[src/dipc_pkg.sv]
/*
  shared constants and carrier types for the dual input position capture readout.
  assumes a single drive clock and a simple parameter access port (no public bus).
*/
`default_nettype none
package dipc_pkg;
  // ----------------------------------------------------------------
  // widths
  // ----------------------------------------------------------------
  localparam int POS_W  = 32;   // captured position, signed
  localparam int CNT_W  = 16;   // event counters, unsigned
  localparam int ADDR_W = 16;   // parameter address width
  localparam int DATA_W = 32;   // read data width
  localparam int NIB_W  = 4;    // counter slice in the summary word
  localparam int N_IN   = 2;    // capture inputs
  localparam int SYNC_W = 3;    // pin synchroniser depth
  // ----------------------------------------------------------------
  // parameter addresses
  // ----------------------------------------------------------------
  localparam logic [ADDR_W-1:0] ADR_IN1_RISE_POS = 16'h0a4a;
  localparam logic [ADDR_W-1:0] ADR_IN1_FALL_POS = 16'h0a4c;
  localparam logic [ADDR_W-1:0] ADR_IN2_RISE_POS = 16'h0a4e;
  localparam logic [ADDR_W-1:0] ADR_IN2_FALL_POS = 16'h0a50;
  localparam logic [ADDR_W-1:0] ADR_IN1_RISE_CNT = 16'h0a56;
  localparam logic [ADDR_W-1:0] ADR_IN1_FALL_CNT = 16'h0a58;
  localparam logic [ADDR_W-1:0] ADR_IN2_RISE_CNT = 16'h0a5a;
  localparam logic [ADDR_W-1:0] ADR_IN2_FALL_CNT = 16'h0a5c;
  localparam logic [ADDR_W-1:0] ADR_SUMMARY      = 16'h0a5e;
  localparam logic [ADDR_W-1:0] ADR_CONTROL      = 16'h1b74;
  localparam logic [ADDR_W-1:0] ADR_STATUS       = 16'h1b76;
  // ----------------------------------------------------------------
  // control / status field positions, per input byte
  // ----------------------------------------------------------------
  localparam int IN_STRIDE = 8;  // input 2 fields sit one byte up
  localparam int CTL_ACT   = 0;  // input activate
  localparam int CTL_CONT  = 1;  // continuous (1) or one-time (0)
  localparam int CTL_RISE  = 4;  // rising edge capture enable
  localparam int CTL_FALL  = 5;  // falling edge capture enable
  localparam int ST_ACT    = 0;  // input activated
  localparam int ST_RISE   = 1;  // rising value captured
  localparam int ST_FALL   = 2;  // falling value captured
  localparam logic [15:0] CTL_MASK  = 16'h3333; // reserved bits read zero
  localparam logic [15:0] CTL_RESET = 16'h0000;
  localparam int EDGE_RISE = 0;  // index of rising edge slot
  localparam int EDGE_FALL = 1;  // index of falling edge slot
  // ----------------------------------------------------------------
  // carriers
  // ----------------------------------------------------------------
  typedef struct packed {
    logic              wr;     // write strobe, one cycle
    logic              rd;     // read strobe, one cycle
    logic [ADDR_W-1:0] addr;   // parameter address
    logic [15:0]       wdata;  // write data
  } dipc_req_type;

  typedef struct packed {
    logic              shift;  // origin redefined, one cycle
    logic [POS_W-1:0]  delta;  // amount added to stored positions
  } dipc_origin_type;
endpackage : dipc_pkg
`default_nettype wire

[src/dipc_capture.sv]
/*
  dual input position capture readout: pin synchronisers, edge capture of the
  motor position, event counters, control/status words and the parameter port.
  the port answers each read one cycle later; only the control word is writable.
  assumes motor position comes from logic on clk_in and capture pins are async.
*/
// How it works
// - input 1 rising edge stores position
// - input 1 falling edge stores position
// - input 2 rising edge stores position
// - input 2 falling edge stores position
// - origin change shifts every stored position
// - count input 1 rising captures
// - count input 1 falling captures
// - count input 2 rising captures
// - count input 2 falling captures
// - activating input 1 clears its counters
// - activating input 2 clears its counters
// - summary bits 0-7 hold input 1 nibbles
// - summary bits 8-15 hold input 2 nibbles
// - control bits 0 and 8 activate inputs
// - one-time captures first edge, continuous overwrites
// - control bits 4/12 rise, 5/13 fall enable
// - status bits 1,2,9,10 flag captured values
`timescale 1ns/1ps
`default_nettype none
module dipc_capture (
  input  wire logic                          clk_in,
  input  wire logic                          rst_in,
  input  wire logic [dipc_pkg::N_IN-1:0]     cap_pin_in,   // async capture pins
  input  wire logic [dipc_pkg::POS_W-1:0]    motor_pos_in, // current position
  input  wire dipc_pkg::dipc_origin_type     origin_in,    // origin redefinition
  input  wire dipc_pkg::dipc_req_type        req_in,       // parameter access
  output logic      [dipc_pkg::DATA_W-1:0]   rd_data_out,  // read answer
  output logic                               rd_valid_out  // answer strobe
);
  import dipc_pkg::*;

  // ----------------------------------------------------------------
  // state
  // ----------------------------------------------------------------
  // per input and per edge state is indexed [input][edge]
  logic [SYNC_W-1:0] sync_r [N_IN];          // pin synchroniser chains
  logic [N_IN-1:0]   lvl_r;                  // filtered pin level
  logic [15:0]       ctrl_r;                 // control word
  logic [POS_W-1:0]  pos_r  [N_IN][2];       // captured positions
  logic [CNT_W-1:0]  cnt_r  [N_IN][2];       // event counters
  logic              flag_r [N_IN][2];       // value captured flags
  logic [N_IN-1:0]   lvl_nxt;                // next filtered level
  logic              edge_w [N_IN][2];       // qualified edge pulses
  logic              take_w [N_IN][2];       // capture happens this cycle
  logic [N_IN-1:0]   act_rise_w;             // input being activated
  logic              ctl_wr_w;               // control word written

  // ----------------------------------------------------------------
  // helpers
  // ----------------------------------------------------------------
  // field of one input in a 16-bit word
  // input 2 sits one byte above input 1, so one helper serves both
  function automatic logic fld(input logic [15:0] w, input int in_idx, input int pos);
    fld = w[in_idx*IN_STRIDE + pos];
  endfunction : fld

  // whether an edge is to be latched, given the input's control settings
  function automatic logic take_edge(input logic [15:0] ctl, input int in_idx,
                                     input int en_pos, input logic seen,
                                     input logic flagged);
    take_edge = seen && fld(ctl, in_idx, CTL_ACT) && fld(ctl, in_idx, en_pos)
                && (fld(ctl, in_idx, CTL_CONT) || !flagged);
  endfunction : take_edge

  // status word built from live state
  // built at read time, so it can never disagree with the flags
  function automatic logic [15:0] status_word(input logic [15:0] ctl,
                                              input logic f10, input logic f11,
                                              input logic f20, input logic f21);
    status_word = 16'h0000;
    status_word[ST_ACT]             = ctl[CTL_ACT];
    status_word[ST_RISE]            = f10;
    status_word[ST_FALL]            = f11;
    status_word[IN_STRIDE + ST_ACT]  = ctl[IN_STRIDE + CTL_ACT];
    status_word[IN_STRIDE + ST_RISE] = f20;
    status_word[IN_STRIDE + ST_FALL] = f21;
  endfunction : status_word

  // ----------------------------------------------------------------
  // pin synchroniser and edge filter
  // ----------------------------------------------------------------
  // three stages; a change is believed only once stages two and three agree,
  // which also rejects a single-cycle glitch that survives stage one
  // the cost is latency: a pin change shows up three to four cycles late,
  // and pulses narrower than two cycles are lost
  always_ff @(posedge clk_in or posedge rst_in) begin
    if (rst_in) begin
      for (int i = 0; i < N_IN; i++) begin
        sync_r[i] <= '0;
      end
      lvl_r <= '0;
    end else begin
      for (int i = 0; i < N_IN; i++) begin
        sync_r[i] <= {sync_r[i][SYNC_W-2:0], cap_pin_in[i]};
      end
      lvl_r <= lvl_nxt;
    end
  end

  // edges come from the agreed level against the held level
  always_comb begin
    for (int i = 0; i < N_IN; i++) begin
      lvl_nxt[i] = (sync_r[i][1] == sync_r[i][2]) ? sync_r[i][2] : lvl_r[i];
      edge_w[i][EDGE_RISE] = lvl_nxt[i] && !lvl_r[i];
      edge_w[i][EDGE_FALL] = !lvl_nxt[i] && lvl_r[i];
    end
  end

  // ----------------------------------------------------------------
  // control word
  // ----------------------------------------------------------------
  // only the control word takes writes; positions and counters have no
  // write path at all, so a stray write cannot disturb them
  assign ctl_wr_w = req_in.wr && (req_in.addr == ADR_CONTROL);

  // activation is the 0 to 1 step of the activate bit
  // writing one over one clears nothing; software must deactivate first
  always_comb begin
    for (int i = 0; i < N_IN; i++) begin
      act_rise_w[i] = ctl_wr_w && fld(req_in.wdata, i, CTL_ACT)
                      && !fld(ctrl_r, i, CTL_ACT);
    end
  end

  // reserved bits are dropped, so they always read back as zero
  // the new word takes effect from the next cycle on
  always_ff @(posedge clk_in or posedge rst_in) begin
    if (rst_in) begin
      ctrl_r <= CTL_RESET;
    end else if (ctl_wr_w) begin
      ctrl_r <= req_in.wdata & CTL_MASK;
    end
  end

  // ----------------------------------------------------------------
  // capture decision
  // ----------------------------------------------------------------
  // uses the control word in force before this cycle's write
  // a one-time slot stays closed after its first capture until a fresh
  // activation clears its flag and re-arms it
  always_comb begin
    for (int i = 0; i < N_IN; i++) begin
      take_w[i][EDGE_RISE] = take_edge(ctrl_r, i, CTL_RISE, edge_w[i][EDGE_RISE],
                                       flag_r[i][EDGE_RISE]);
      take_w[i][EDGE_FALL] = take_edge(ctrl_r, i, CTL_FALL, edge_w[i][EDGE_FALL],
                                       flag_r[i][EDGE_FALL]);
    end
  end

  // ----------------------------------------------------------------
  // captured positions
  // ----------------------------------------------------------------
  // a fresh capture wins over an origin shift in the same cycle, since the
  // incoming position is already in the new reference
  // the shift is a plain wrapping add; slots never captured move too,
  // which is harmless because their flag still reads zero
  // the port has no write path into these registers
  always_ff @(posedge clk_in or posedge rst_in) begin
    if (rst_in) begin
      for (int i = 0; i < N_IN; i++) begin
        for (int e = 0; e < 2; e++) begin
          pos_r[i][e] <= '0;
        end
      end
    end else begin
      for (int i = 0; i < N_IN; i++) begin
        for (int e = 0; e < 2; e++) begin
          if (take_w[i][e]) begin
            pos_r[i][e] <= motor_pos_in;
          end else if (origin_in.shift) begin
            pos_r[i][e] <= pos_r[i][e] + origin_in.delta;
          end
        end
      end
    end
  end

  // ----------------------------------------------------------------
  // event counters and captured flags
  // ----------------------------------------------------------------
  // activation clears; the input was inactive before, so no capture collides
  // counters roll over at full scale, so software must read them often
  // enough to take differences; deactivation keeps counts and flags
  always_ff @(posedge clk_in or posedge rst_in) begin
    if (rst_in) begin
      for (int i = 0; i < N_IN; i++) begin
        for (int e = 0; e < 2; e++) begin
          cnt_r[i][e]  <= '0;
          flag_r[i][e] <= 1'b0;
        end
      end
    end else begin
      for (int i = 0; i < N_IN; i++) begin
        for (int e = 0; e < 2; e++) begin
          if (act_rise_w[i]) begin
            cnt_r[i][e]  <= '0;
            flag_r[i][e] <= 1'b0;
          end else if (take_w[i][e]) begin
            cnt_r[i][e]  <= cnt_r[i][e] + 1'b1;
            flag_r[i][e] <= 1'b1;
          end
        end
      end
    end
  end

  // ----------------------------------------------------------------
  // read port
  // ----------------------------------------------------------------
  // writes to anything but the control word fall through untouched
  // the answer is registered: it appears one cycle after the strobe and
  // stands until the next read, while rd_valid_out marks that one cycle
  always_ff @(posedge clk_in or posedge rst_in) begin
    if (rst_in) begin
      rd_data_out  <= '0;
      rd_valid_out <= 1'b0;
    end else begin
      rd_valid_out <= req_in.rd;
      if (req_in.rd) begin
        case (req_in.addr)
          ADR_IN1_RISE_POS: rd_data_out <= pos_r[0][EDGE_RISE];
          ADR_IN1_FALL_POS: rd_data_out <= pos_r[0][EDGE_FALL];
          ADR_IN2_RISE_POS: rd_data_out <= pos_r[1][EDGE_RISE];
          ADR_IN2_FALL_POS: rd_data_out <= pos_r[1][EDGE_FALL];
          ADR_IN1_RISE_CNT: rd_data_out <= {16'h0000, cnt_r[0][EDGE_RISE]};
          ADR_IN1_FALL_CNT: rd_data_out <= {16'h0000, cnt_r[0][EDGE_FALL]};
          ADR_IN2_RISE_CNT: rd_data_out <= {16'h0000, cnt_r[1][EDGE_RISE]};
          ADR_IN2_FALL_CNT: rd_data_out <= {16'h0000, cnt_r[1][EDGE_FALL]};
          ADR_SUMMARY: begin
            rd_data_out <= {16'h0000,
                            cnt_r[1][EDGE_FALL][NIB_W-1:0],
                            cnt_r[1][EDGE_RISE][NIB_W-1:0],
                            cnt_r[0][EDGE_FALL][NIB_W-1:0],
                            cnt_r[0][EDGE_RISE][NIB_W-1:0]};
          end
          ADR_CONTROL: rd_data_out <= {16'h0000, ctrl_r};
          ADR_STATUS: begin
            rd_data_out <= {16'h0000, status_word(ctrl_r, flag_r[0][0], flag_r[0][1],
                                                  flag_r[1][0], flag_r[1][1])};
          end
          default: rd_data_out <= '0;   // unmapped reads answer zero
        endcase
      end
    end
  end
endmodule : dipc_capture
`default_nettype wire

[config.mk]
export PLATFORM = sky130hd
export DESIGN_NAME = dipc_capture
export DESIGN_NICKNAME = d
export VERILOG_FILES = /design/src/dipc_pkg.sv /design/src/dipc_capture.sv
export SDC_FILE = /design/constraint.sdc
export NUM_CORES = 1
export LEC_CHECK = 0
export ABC_AREA = 1
export BUFFER_PORTS_ARGS = -buffer_cell sky130_fd_sc_hd__buf_2
export CORE_ASPECT_RATIO = 0.7
export CORE_MARGIN = 1
export CORE_UTILIZATION = 56
export DETAILED_ROUTE_END_ITERATION = 6
export GPL_ROUTABILITY_DRIVEN = 0
export PLACE_DENSITY_LB_ADDON = 0.1
export SKIP_LAST_GASP = 1
export SYNTH_ARGS = -nofsm -noshare
export SYNTH_HDL_FRONTEND = slang
export SYNTH_SLANG_ARGS = --single-unit
[constraint.sdc]
create_clock -name clk_in -period 8.5 [get_ports clk_in]
set_input_delay 1.7 -clock clk_in [delete_from_list [all_inputs] [get_ports clk_in]]
set_output_delay 1.7 -clock clk_in [all_outputs]
set_load 0.02 [all_outputs]
==> metrics, run 1 <==
Chip Height 170.1 µm; Yosys warnings 0; fin. max-slew vios 0; Finished Cell Area 24520 µm²; Worst Max-Slew Pin Slew 1184 ps; dpl ws 4014 ps; CP max FO 98; fillers 4074; cell with the most instances after synthesis nand2_1; Die W 242.1 µm; final hold viol count 0; Peak VDD IR 0.0001690 V; Worst-path clk slew 70 ps; Leak Pwr 14.27 nW; initial DRC count 2769; Final min period 4091 ps; final core utilization 61.67%; Rows 61; number of library cell types mapped by synthesis 44; clk_lat worst skew 580 ps; synthesized flop and latch total 245; worst r2r src sync_r[4]; asr flop ratio synth 100.0%; post-CTS setup buffers 0; WS Path Type in -> reg; final worst slack 4409 ps; sequential share of the synthesized area 27.13%; Power Total 7.013 mW; synthesized instance count 3831; share of Yosys cell area claimed by the top area cell type 27.13%; synth cell count leaders nand2_1 (1520), inv_1 (662), nand3_1 (385); hold path depth 0; DRC errors left 4; RSZ-0062 raised after global routing false; syn_nets 4066; Tot GR Track Use 38.41%; HP Start sync_r[0]; Synth area leader dfrtp_1; mapped cell area 22600 µm²; clock network power share 17.2%; first-pass iteration count of the detailed router 7; largest net degree at the start of global routing 128; number of H-tree levels 1; max_slew headroom 20.98%; top sig layer met5; area of the die 41170 µm²; DRT Wirelength 80060 µm; Ports 136; run status finished, violations left; final worst-path cycle share 48.13%; Via density 5.511; Max Fclk 0.2444 GHz; Synth area leaders dfrtp_1 (27%), nand2_1 (25%), inv_1 (11%); CP required 9020 ps; Final setup viols 0; vias in the first global route 21340; first-pass GRT wire length 120900 µm; R2R depth 7; crit path capture type flip-flop; met2 wire len 27850 µm; GRT Residual Overflow 0; Reg power frac 27.5%; Wirelength per Cell 17.87 µm; Post-synth EDFFs 0; clock sink total 245; Worst Path Arrival 4610 ps; share of cells above drive strength 1 5.732%; TritonCTS clock tree done; IO buf count 127; placed inst area 23620 µm²; initial core utilization 56.83%; vias 24690; Nets 4156; Fin Clk Skew 10.12 ps; routed wl met3 15370 µm; max cap viols 0; sw frac 50.62%; Synth Flop Type dfrtp_1; antenna violations before repair 2; PD cells 286.0 nW/µm²; hold_buf cts 0; wire length on met1 35280 µm; # resized after CTS 0; CTS Buf Count 28; worst hold path class reg -> reg; NetSw 3.550 mW; detailed placement HPWL 64300 µm; Internal Power 3.463 mW; Area Growth Syn to Fin 8.527%; Post-DRT Antenna Nets 0; clock root cell clkbuf_16; Worst R2R End pos_r[115]; part of the power in combinational logic 55.3%; failing checks DRC; Mapped Avg Cell Area 5.898 µm²; Startpoint Class input pin; R2R Setup Slk 5310 ps; core region area 39760 µm²; CTS max path bufs 3; setup TNS 0 ps; hold path endpoint sync_r[1]
final cells by class:
cell class | count | area, µm² | share of cell area [%]
Antenna cell | 3 | 7.507 | 0.03061
Multi-Input combinational cell | 2837 | 13560 | 55.31
Sequential cell | 245 | 6131 | 25.00
Tap cell | 535 | 669.4 | 2.730
Clock inverter | 15 | 110.1 | 0.4490
Clock buffer | 37 | 784.5 | 3.199
Inverter | 669 | 2524 | 10.29
Timing Repair Buffer | 140 | 733.2 | 2.990
power groups by stage:
stage               combinational, mW  sequential (mW)  clock [mW]
finish                           3.88             1.93        1.20
global route                     4.41             1.93        1.26
CTS                              3.79             1.87        1.21
detailed placement               3.77             1.89           0
global placement                 3.71             1.89           0
floorplan                        2.93             1.68           0
metal layers:
| layer | vias up | track usage (%) |
|---|---|---|
| li1 | 12060 | - |
| met1 | 11110 | 57.67 |
| met2 | 1418 | 47.50 |
| met3 | 107 | 19.57 |
| met4 | 3 | 6.714 |
| met5 | - | 1.765 |
logic make-up (layout without fill, tap and decap cells):
logic type      Yosys count  in the layout  share of synthesized area, %
fa+ha+maj               132            132                         7.442
flops                   245            245                         27.13
other cells               0              3                             0
simple gates           2354           2354                         42.79
xor+xnor                 66             66                         2.558
buf+inv                 749            861                         12.90
compound gates          285            285                         7.182
worst max-delay path: stages:
cell	delay (ps)
buf_2	100
nor2_2	110
nand2_1	90
nor2_4	400
buf_4	820
nand2_1	450
o21ai_0	440
nor2_1	200
nand3_1	120
nand2_1	60
nand2_1	70
sequential cells by signal, summed over array words and instances (netlist names):
signal        flops
cnt_r            64
ctrl_r            8
flag_r            4
lvl_r             2
pos_r           128
rd_data_out      32
rd_valid_out      1
sync_r            6
through the flow:
stage	hold slack, ps	instances
after global routing	359.4	4480
after floorplan	331.2	3831
after global placement	336.7	4426
final	350.8	4481
after detailed placement	335.5	4426
after CTS	351.4	4478
worst max-delay path by stage:
stage / from / to / slack (ps) / cells past startpoint
after floorplan: rst_in / cnt_r[0] / 70 / 1
after global placement: req_in[31] / rd_data_out[9] / 4050 / 11
after detailed placement: req_in[31] / rd_data_out[9] / 4010 / 11
after CTS: req_in[31] / rd_data_out[9] / 4620 / 11
after global routing: req_in[31] / rd_data_out[9] / 4300 / 11
final: req_in[31] / rd_data_out[9] / 4410 / 11
cells in the final DEF (no fill, tap or decap), drive strengths merged, types with 38 or more instances in the layout:
| cell type | Yosys | routed |
|---|---|---|
| a21oi | 102 | 102 |
| nand2 | 1521 | 1521 |
| dfrtp | 245 | 245 |
| xor2 | 38 | 38 |
| ha | 128 | 128 |
| o21ai | 127 | 127 |
| nor3 | 48 | 48 |
| nor2 | 332 | 332 |
| buf | 55 | 140 |
| inv | 667 | 669 |
| nand3 | 393 | 393 |
(Power assumes the default switching activity.)
==> run 2, diff against run 1 <==
==> constraint.sdc (replaced) <==
create_clock -name clk_in -period 3.92 [get_ports clk_in]
set_input_delay 0.784 -clock clk_in [delete_from_list [all_inputs] [get_ports clk_in]]
set_output_delay 0.784 -clock clk_in [all_outputs]
set_load 0.02 [all_outputs]
==> run 2 against run 1 <==
Effect of this change: sequential share of layout area down 0.13 points; critical endpoint is now pos_r[95]; the flow still finishes with violations (DRC); largest power group unchanged; utilization rose by 0.31 points; first-iteration DRC count grew 14%; combinational power increased by 120%.
==> metrics, run 2 (synthesis gave the netlist of run 1 again) <==
Area Growth Syn to Fin 9.075%; antenna violations before repair 1 (-1); NetSw 7.514 mW (+110%); GRT Residual Overflow 0 (unchanged); Worst-path clk slew 70 ps (about the same); vias 24550 (-0.57%); sw frac 49.77% (-0.86 points); final hold viol count 0 (unchanged); DRC errors left 8 (+4); worst hold path class in -> async; Ports 136 (unchanged); CTS Buf Count 27 (-3.6%); Finished Cell Area 24650 µm² (+0.51%); placed inst area 23760 µm² (+0.60%); CP max FO 21 (-79%); # resized after CTS 0 (unchanged); Via density 5.467 (-0.79%); clock network power share 17.3% (about the same); top flop regs pos_r x128, cnt_r x64, rd_data_out x32; run status finished, violations left; first-pass GRT wire length 120600 µm (-0.22%); final worst slack 1028 ps (-3381 ps); clock sink total 245 (unchanged); area of the die 41170 µm² (unchanged); Rows 61 (unchanged); crit-path most repeated cell nand2_1; initial DRC count 3147 (+14%); Final setup viols 0 (unchanged); number of H-tree levels 1 (unchanged); Worst Max-Slew Pin Slew 1137 ps (-46.62 ps); WS Path Type reg -> reg; DRT Wirelength 79530 µm (-0.67%); part of the power in combinational logic 55.3% (about the same); Worst R2R End pos_r[95]; max reg flops 128 (unchanged); Worst Path Arrival 3410 ps (-1200 ps); CP cell instances nand2_1, a21oi_1, buf_4, nand2b_1, buf_4, nand2_1, inv_1, nand3_1, nand2_1; Crit-path slowest cell inv_1; RSZ-0062 raised after global routing false; Max Fclk 0.3458 GHz; Final min period 2892 ps; dpl ws 1073 ps (-2941 ps); Tot GR Track Use 38.36% (-0.052 points); crit-path leading delay family buffers and inverters; most frequent cells in the layout nand2_1 (1520), inv_1 (661), nand3_1 (385); Wirelength per Cell 17.71 µm (-0.89%); most common cell after layout, fill and taps aside nand2_1; Peak VDD IR 0.0004101 V (+140%); fin cells 4491 (+0.22%); Startpoint Class flip-flop; Reg power frac 27.4% (about the same); vias in the first global route 21100 (-1.1%); Internal Power 7.585 mW (+120%); failing checks DRC; largest net degree at the start of global routing 88 (-31%); Placed Cells 4442 (+0.36%); first-pass iteration count of the detailed router 7 (unchanged); fin. max-slew vios 0 (unchanged); clk_lat worst skew 580 ps (about the same); TritonCTS clock tree done; initial core utilization 56.83% (unchanged); WP depth 9 (-2); clock root cell clkbuf_16; Leak Pwr 14.34 nW (+0.48%); IO buf count 127 (unchanged); worst r2r src sync_r[4]; Fin Clk Skew 26.63 ps (+16.52 ps); R2R Setup Slk 1030 ps (-4280 ps); CP required 4440 ps (-4580 ps); R2R depth 9 (+2); max_slew headroom 24.09% (+3.1 points); Buf/Inv on CP 3 (+1); detailed placement HPWL 64790 µm (+0.75%); post-CTS setup buffers 0 (unchanged); core region area 39760 µm² (unchanged); Post-DRT Antenna Nets 0 (unchanged); slowest stage delay, CP 700 ps (-120 ps); largest reg by FF count pos_r; Nets 4171 (+0.36%); crit path capture type flip-flop; final worst-path cycle share 73.78%; Die W 242.1 µm (unchanged); share of cells above drive strength 1 5.967% (+0.24 points); hold_buf cts 0 (unchanged); max cap viols 0 (unchanged); Chip Height 170.1 µm (unchanged); CTS max path bufs 3 (unchanged); PD cells 612.6 nW/µm² (+110%)
## run 2: changes by cell type in the layout (fill, tap and decap cells not counted), sizes merged
cell	change
buf	+16
bufinv	+2
clkbuf	+1
clkinv	-6
clkinvlp	+1
diode	-2
inv	-2
## run 2: cell type report
cell class	count	area [µm²]
Timing Repair Buffer	156	878.3
Multi-Input combinational cell	2837	13560
Fill cell	4089	15120
Sequential cell	245	6131
Tap cell	535	669.4
Antenna cell	1	2.502
Clock buffer	38	767.0
Clock inverter	10	115.1
Inverter	669	2520
## run 2: how the worst max path moves through the flow
stage | from | end
2_1_floorplan | rst_in | cnt_r[0]
5_1_grt | sync_r[4] | pos_r[85]
3_3_place_gp | req_in[16] | rd_data_out[26]
6_report | sync_r[4] | pos_r[95]
3_5_place_dp | req_in[16] | rd_data_out[27]
4_1_cts | sync_r[4] | pos_r[83]
## run 2: stage by stage
step | total power, mW | setup TNS (ps) | hold slack [ps] | utilization (%)
2_1_floorplan | 9.992 | -20030 | 331.2 | -
3_3_place_gp | 12.10 | 0 | 331.7 | 59.76
3_5_place_dp | 12.20 | 0 | 337.1 | 59.76
4_1_cts | 14.85 | 0 | 310.4 | 61.98
5_1_grt | 16.42 | 0 | 314.4 | 61.98
6_report | 15.10 | 0 | 319.9 | 61.98
## run 2: power by group through the flow
stage	Combinational, mW	Sequential (mW)	Clock, mW
final	8.35	4.14	2.61
after floorplan	6.34	3.65	0
after global routing	9.54	4.14	2.74
after detailed placement	8.12	4.08	0
after CTS	8.18	4.04	2.63
after global placement	8.02	4.07	0
## run 2: per-layer routing
metal | up-vias | track usage (%) | wire length (µm)
li1 | 12110 | - | -
met1 | 11060 | 59.20 | 36100
met2 | 1303 | 47.60 | 27800
met3 | 79 | 17.49 | 14460
met4 | 0 | 5.916 | 1166
met5 | - | 0 | 0
## run 2: worst register-to-register path: cells and delay by family, from the launching register on
family                 cells  cell delay [ps]
AOI/OAI and AO/OA          1              140
buffers and inverters      3             1180
DFF                        1              370
and+or+nand+nor            5             1170
